`src/hdl/smlp_map.vh`:
```
// Constants for the modem line and PWM pin sharing block.
// Assumes inclusion by bare name from the design files.
`ifndef SMLP_MAP_VH
`define SMLP_MAP_VH
// Modem status register field positions
`define SMLP_STAT_CTS_DELTA_BIT 0
`define SMLP_STAT_RI_TRAIL_BIT  2
`define SMLP_STAT_CTS_BIT       4
`define SMLP_STAT_RI_BIT        6
// Modem control register field positions
`define SMLP_CTRL_DTR_BIT       0
// Interrupt enable register field position
`define SMLP_IER_MODEM_BIT     3
// Peripheral config space register and pin select bit
`define SMLP_CFG_PINSEL_OFFSET 8'hC0
`define SMLP_CFG_PINSEL_BIT    2
// Reset values
`define SMLP_DTR_OUT_RESET     1'h1
`define SMLP_TX_IND_RESET      1'h0
`define SMLP_TX_OE_RESET       1'h1
`define SMLP_PWM_IN_RESET      1'h0
`define SMLP_IRQ_RESET         1'h0
`define SMLP_STATUS_RESET      8'h00
`define SMLP_SYNC_RESET        2'h3
`endif

```
`src/hdl/smlp_sync.v`:
```
// Two-stage synchroniser with a constant reset value.
// Assumes clk_i is the only clock; resetn_i is synchronous, active low.
`timescale 1ns/1ps
module smlp_sync #(
  parameter RESET_VAL = 1'b1
) (
  input  wire clk_i,
  input  wire resetn_i,
  input  wire d_i,
  output wire q_o
);
  reg meta_reg;
  reg sync_reg;
  always @(posedge clk_i) begin
    if (!resetn_i) begin
      meta_reg <= RESET_VAL;
      sync_reg <= RESET_VAL;
    end else begin
      meta_reg <= d_i;
      sync_reg <= meta_reg;
    end
  end
  assign q_o = sync_reg;
endmodule // smlp_sync

```
`src/hdl/smlp_modem_lines.v`:
```
// Modem handshake lines of the second serial port and their PWM pin sharing.
// Assumes a UART core supplies register strobes and transmit activity; pins on clk_i.
`timescale 1ns/1ps
`include "smlp_map.vh"
module smlp_modem_lines (
  input  wire       clk_i,
  input  wire       resetn_i,
  input  wire       ring_indicator_low_i,
  input  wire       cts_low_i,
  input  wire       tx_activity_pin_i,
  input  wire       dtr_ctrl_i,
  input  wire       loopback_i,
  input  wire       modem_irq_en_i,
  input  wire       status_read_i,
  input  wire       pin_select_i,
  input  wire       tx_busy_i,
  input  wire       pwm_timer_out_i,
  output wire       terminal_ready_out_o,
  output wire       tx_activity_indicator_o,
  output wire       tx_activity_oe_o,
  output wire       pwm_timer1_ext_clock_o,
  output wire       pwm_timer2_gate_mask_o,
  output wire [7:0] modem_line_status_o,
  output wire       modem_irq_o
);
  // ==========================================================
  // Input synchronisers
  wire ri_sync;
  wire cts_sync;
  wire gate_sync;
  smlp_sync #(.RESET_VAL(1'b1)) u_ri_sync (
    .clk_i    (clk_i),
    .resetn_i (resetn_i),
    .d_i      (ring_indicator_low_i),
    .q_o      (ri_sync)
  );

  smlp_sync #(.RESET_VAL(1'b1)) u_cts_sync (
    .clk_i    (clk_i),
    .resetn_i (resetn_i),
    .d_i      (cts_low_i),
    .q_o      (cts_sync)
  );

  smlp_sync #(.RESET_VAL(1'b0)) u_gate_sync (
    .clk_i    (clk_i),
    .resetn_i (resetn_i),
    .d_i      (tx_activity_pin_i),
    .q_o      (gate_sync)
  );

  // ==========================================================
  // Ring edge detection and trailing flag
  reg  ri_prev_reg;
  reg  ri_trail_reg;
  reg  ri_trail_next;
  wire ri_rise   = ri_sync & ~ri_prev_reg;
  wire ri_change = ri_sync ^ ri_prev_reg;
  wire serial_mode = ~pin_select_i;

  always @* begin
    ri_trail_next = ri_trail_reg;
    if (status_read_i)
      ri_trail_next = 1'h0;
    if (ri_rise && serial_mode)
      ri_trail_next = 1'h1;
  end

  // Reset level matches the idle pin so no false edge follows reset
  always @(posedge clk_i) begin
    if (!resetn_i)
      ri_prev_reg <= 1'h1;
    else
      ri_prev_reg <= ri_sync;
  end

  always @(posedge clk_i) begin
    if (!resetn_i)
      ri_trail_reg <= 1'h0;
    else
      ri_trail_reg <= ri_trail_next;
  end

  // ==========================================================
  // Terminal-ready pin: PWM output wins over loopback and control bit
  // Loopback holds the pin inactive so the modem never sees a false ready
  reg  dtr_pin_reg;
  reg  dtr_pin_next;

  always @* begin
    dtr_pin_next = ~dtr_ctrl_i;
    if (pin_select_i)
      dtr_pin_next = pwm_timer_out_i;
    else if (loopback_i)
      dtr_pin_next = 1'h1;
  end

  always @(posedge clk_i) begin
    if (!resetn_i)
      dtr_pin_reg <= `SMLP_DTR_OUT_RESET;
    else
      dtr_pin_reg <= dtr_pin_next;
  end

  // ==========================================================
  // Transmit activity pin: driven only while it serves the serial port
  // With the pins given to PWM the pad turns round and feeds timer 2
  reg  tx_ind_reg;
  reg  tx_ind_next;
  reg  tx_oe_reg;
  reg  tx_oe_next;

  always @* begin
    tx_oe_next  = serial_mode;
    tx_ind_next = 1'h0;
    if (serial_mode)
      tx_ind_next = tx_busy_i;
  end

  always @(posedge clk_i) begin
    if (!resetn_i) begin
      tx_ind_reg <= `SMLP_TX_IND_RESET;
      tx_oe_reg  <= `SMLP_TX_OE_RESET;
    end else begin
      tx_ind_reg <= tx_ind_next;
      tx_oe_reg  <= tx_oe_next;
    end
  end

  // ==========================================================
  // PWM timer inputs: held low while the pins serve the serial port
  // Ring edges are not flagged while the ring pin clocks timer 1
  reg  pwm_clk_reg;
  reg  pwm_clk_next;
  reg  pwm_gate_reg;
  reg  pwm_gate_next;

  always @* begin
    pwm_clk_next  = 1'h0;
    pwm_gate_next = 1'h0;
    if (pin_select_i) begin
      pwm_clk_next  = ri_sync;
      pwm_gate_next = gate_sync;
    end
  end

  always @(posedge clk_i) begin
    if (!resetn_i) begin
      pwm_clk_reg  <= `SMLP_PWM_IN_RESET;
      pwm_gate_reg <= `SMLP_PWM_IN_RESET;
    end else begin
      pwm_clk_reg  <= pwm_clk_next;
      pwm_gate_reg <= pwm_gate_next;
    end
  end

  // ==========================================================
  // Modem status byte; the trailing flag shows in the cycle it is set
  // Unused bits read as zero; the other handshake lines live elsewhere
  reg  [7:0] status_reg;
  reg  [7:0] status_next;

  always @* begin
    status_next                          = `SMLP_STATUS_RESET;
    status_next[`SMLP_STAT_RI_BIT]       = ~ri_sync;
    status_next[`SMLP_STAT_CTS_BIT]      = ~cts_sync;
    status_next[`SMLP_STAT_RI_TRAIL_BIT] = ri_trail_next;
  end

  always @(posedge clk_i) begin
    if (!resetn_i)
      status_reg <= `SMLP_STATUS_RESET;
    else
      status_reg <= status_next;
  end

  // ==========================================================
  // Modem status interrupt: a ring change in the same cycle beats a status-read clear
  // Cleared by a status read or by dropping the enable bit
  reg  irq_reg;
  reg  irq_next;

  always @* begin
    irq_next = irq_reg;
    if (status_read_i || !modem_irq_en_i)
      irq_next = 1'h0;
    if (ri_change && serial_mode && modem_irq_en_i)
      irq_next = 1'h1;
  end

  always @(posedge clk_i) begin
    if (!resetn_i)
      irq_reg <= `SMLP_IRQ_RESET;
    else
      irq_reg <= irq_next;
  end

  // ==========================================================
  // Output pins, each straight from its flip-flop
  // No output is combinational, so pad timing is set by the flip-flops
  assign terminal_ready_out_o    = dtr_pin_reg;
  assign tx_activity_indicator_o = tx_ind_reg;
  assign tx_activity_oe_o        = tx_oe_reg;
  assign pwm_timer1_ext_clock_o  = pwm_clk_reg;
  assign pwm_timer2_gate_mask_o  = pwm_gate_reg;
  assign modem_line_status_o     = status_reg;
  assign modem_irq_o             = irq_reg;
endmodule // smlp_modem_lines

```
`config.mk`:
```
export PLATFORM = sky130hd
export DESIGN_NAME = smlp_modem_lines
export DESIGN_NICKNAME = d
export VERILOG_FILES = /design/src/hdl/smlp_sync.v /design/src/hdl/smlp_modem_lines.v
export VERILOG_INCLUDE_DIRS = /design/src /design/src/hdl
export SDC_FILE = /design/constraint.sdc
export NUM_CORES = 1
export LEC_CHECK = 0
export CORE_MARGIN = 5
export CORE_UTILIZATION = 40
export DETAILED_ROUTE_END_ITERATION = 12
export DONT_BUFFER_PORTS = 1
export PLACE_DENSITY = 0.6
export SYNTH_ARGS = -nofsm -noshare
export SYNTH_HDL_FRONTEND = slang
export SYNTH_HIERARCHICAL = 1
export SYNTH_SLANG_ARGS = --single-unit
```
`constraint.sdc`:
```
create_clock -name clk_i -period 1.2 [get_ports clk_i]
set_clock_uncertainty 0.05 [all_clocks]
set_input_delay 0 -clock clk_i [delete_from_list [all_inputs] [get_ports clk_i]]
set_output_delay 0 -clock clk_i [all_outputs]
set_load 0.02 [all_outputs]
```
==> reports/qor.txt <==
End-of-flow core utilization - 0.5207
Largest net degree at the start of global routing - 16
Router iterations before antenna repair - 3
Avg Inst Size Synth - 11.18 um2
Met2 Wirelength - 397 um
Endpoint, Worst Hold - u_cts_sync/meta_reg
CTS buffer count - 3
Period Utilization, post-route - 0.8261
Leak pwr - 0.2990 nW
Data required time at the worst endpoint - 1.32 ns
Number of buffers added for setup after CTS - 0
Antenna violations before repair - 0
Final-layout fill cell count - 125
Unique masters post-synth - 17
Synthesized cell area - 525.5 um2
Number of hold-repair buffers added at the cts stage - 11
Yosys warning count - 6
CTS tree - yes
Outcome - finished clean
Final hold vios - 0
Wire length after detailed routing - 767 um
Cell count of the worst hold path - 2
RSZ-0062 raised after global routing - no
Final critical delay including setup and external delays - 0.9913 ns
Worst-case vdd ir drop - 0.8875 mV
HPWL reported at the end of detailed placement - 531.6 um
Minimum setup slack in the final design - 0.2087 ns
Worst reg2reg endpoint - modem_irq_o
# clock sinks - 16
Horiz. Die Dim - 46.25 um
CTS clock-pin slew for the worst setup and hold paths - 0.09 ns
Power density over the cells - 1474 nW/um2
Startpoint-to-endpoint class of the critical path - input port to flip-flop
Vias per cell - 4.120
Floorplan Core Area - 1269 um2
Class of the tightest hold or removal check - input port to flip-flop
Worst r2r path cells - 4
Number of global-route vias before repair - 272
Residual DRC - 0
Initial DRC count - 2
Clock latency on the worst-skew pair - 0.27 ns
Critical path launch point type - input port
Start point of the worst min-delay path - cts_low_i
M1 wire length - 305 um
Worst hold slack - 0.3025 ns
Total Routing Usage GR - 0.07882
Routability Congestion - 0.6042
Number of core rows - 13
Final setup TNS - 0 ns
Resized cells post-CTS - 0
Routed Antenna Nets - 0
Maximum count of clock buffers along a single path - 2
Vias - 309
Met3 Wirelength - 65 um
Wire length of the first global-routing pass - 1186 um
Largest register FFs - 3
Sequential share of the synthesized area - 0.6095
Nature of the critical path endpoint - flip-flop
Die Span Y - 46.25 um
Highest routed layer - met3
Diode count - 0
Flop-to-flop setup slack - 0.21 ns
Startpoint of the worst register-to-register path - ri_prev_reg
Ratio of cells with drive above 1 in the final layout - 0.08333
Drt wl/cell - 10.23 um
Final Slew Violations - 0
# H-tree levels - 1
I/O pin cnt - 26
Max-cap violations - 0
Clock Root Buffer - sky130_fd_sc_hd__clkbuf_4
Post-synthesis sequential element count - 16
Post-placement setup slack - 0.2303 ns
Number of nets at the end of the flow - 74
Total power - 0.0009735 W
Syn Inst Count - 47
Starting density of the core - 0.4142
Number of setup violations in the final report - 0
# port buffers - 0
Area growth, synth to finish - 25.71%
Timing-limited maximum frequency - 1009 MHz
Maximum net fanout on the critical path - 15
Crit path arrival time - 1.11 ns
Overall die area - 2139 um2
Remaining global-route overflow - 0
[layout by cell type, fill, tap and decap left out, drive strengths merged]
master and n:
nand4bb 1, and2b 1, nand2b 6, dfxtp 16, o21a 1, conb 5, a21boi 1, and3 2
inv 2, clkbuf 4, ha 1, dlygate4sd3 11, o211a 1, and2 2, nor2 2, nand2 2
nor2b 2
[cell usage after synthesis]
library cell	n	share of area
sky130_fd_sc_hd__dfxtp_1	16	0.61
sky130_fd_sc_hd__buf_4	6	0.086
sky130_fd_sc_hd__nand2b_1	6	0.071
sky130_fd_sc_hd__and2_1	2	0.024
sky130_fd_sc_hd__and3_1	2	0.024
sky130_fd_sc_hd__inv_1	2	0.014
sky130_fd_sc_hd__nor2_1	2	0.014
sky130_fd_sc_hd__nor2b_1	2	0.024
sky130_fd_sc_hd__a21boi_0	1	0.014
sky130_fd_sc_hd__and2b_1	1	0.014
sky130_fd_sc_hd__conb_1	1	0.0071
sky130_fd_sc_hd__ha_1	1	0.024
sky130_fd_sc_hd__nand2_1	1	0.0071
sky130_fd_sc_hd__nand2_2	1	0.012
sky130_fd_sc_hd__nand4bb_1	1	0.021
sky130_fd_sc_hd__o211a_1	1	0.019
sky130_fd_sc_hd__o21a_1	1	0.014
[where the power goes]
| group | internal (W) | switching, W | total, W |
|---|---|---|---|
| combinational | 0.0000381 | 0.0000340 | 0.0000721 |
| sequential | 0.000551 | 0.0000195 | 0.000571 |
| clock | 0.000184 | 0.000146 | 0.000331 |
| total | 0.000774 | 0.000200 | 0.000973 |
[how the worst max path moves through the flow]
stage | slack, ns | from | endpoint
finish | 0.21 | resetn_i | terminal_ready_out_o
global placement | 0.25 | ri_prev_reg | modem_irq_o
detailed placement | 0.23 | ri_prev_reg | modem_irq_o
CTS | 0.21 | ri_prev_reg | modem_irq_o
floorplan | 0.25 | ri_prev_reg | modem_irq_o
global route | 0.11 | resetn_i | terminal_ready_out_o
[worst max-delay path, cell delays in order]
cell and delay, ns:
sky130_fd_sc_hd__dlygate4sd3_1 0.83, sky130_fd_sc_hd__nand4bb_1 0.15, sky130_fd_sc_hd__o21a_1 0.12
[cells by family after synthesis]
| logic type | after synthesis | synth area share |
|---|---|---|
| and+or+nand+nor | 18 | 0.2119 |
| AOI/OAI and AO/OA | 3 | 0.04763 |
| adders and majority gates | 1 | 0.02381 |
| buffers and inverters | 8 | 0.1000 |
| other | 1 | 0.007136 |
| DFF | 16 | 0.6095 |
[metal layers]
layer	GRT usage	up-vias
met5	0	-
met3	0.04688	0
met2	0.1346	13
met1	0.08235	132
met4	0.01705	0
li1	-	164
[cell type report]
class                      instances  area (um2)  area share
clock buffer                       4       36.28     0.05492
inverter                           2       7.507     0.01136
multi-input combinational         27       167.7      0.2538
sequential                        16       320.3      0.4848
tap                               15       18.77     0.02841
timing repair buffer              11       110.1      0.1667
[per-stage QoR]
step	std cells	area (um2)
finish	75	660.6
global route	75	660.6
CTS	75	660.6
detailed placement	60	514.2
global placement	60	514.2
floorplan	51	540.5
(Power assumes the default switching activity.)
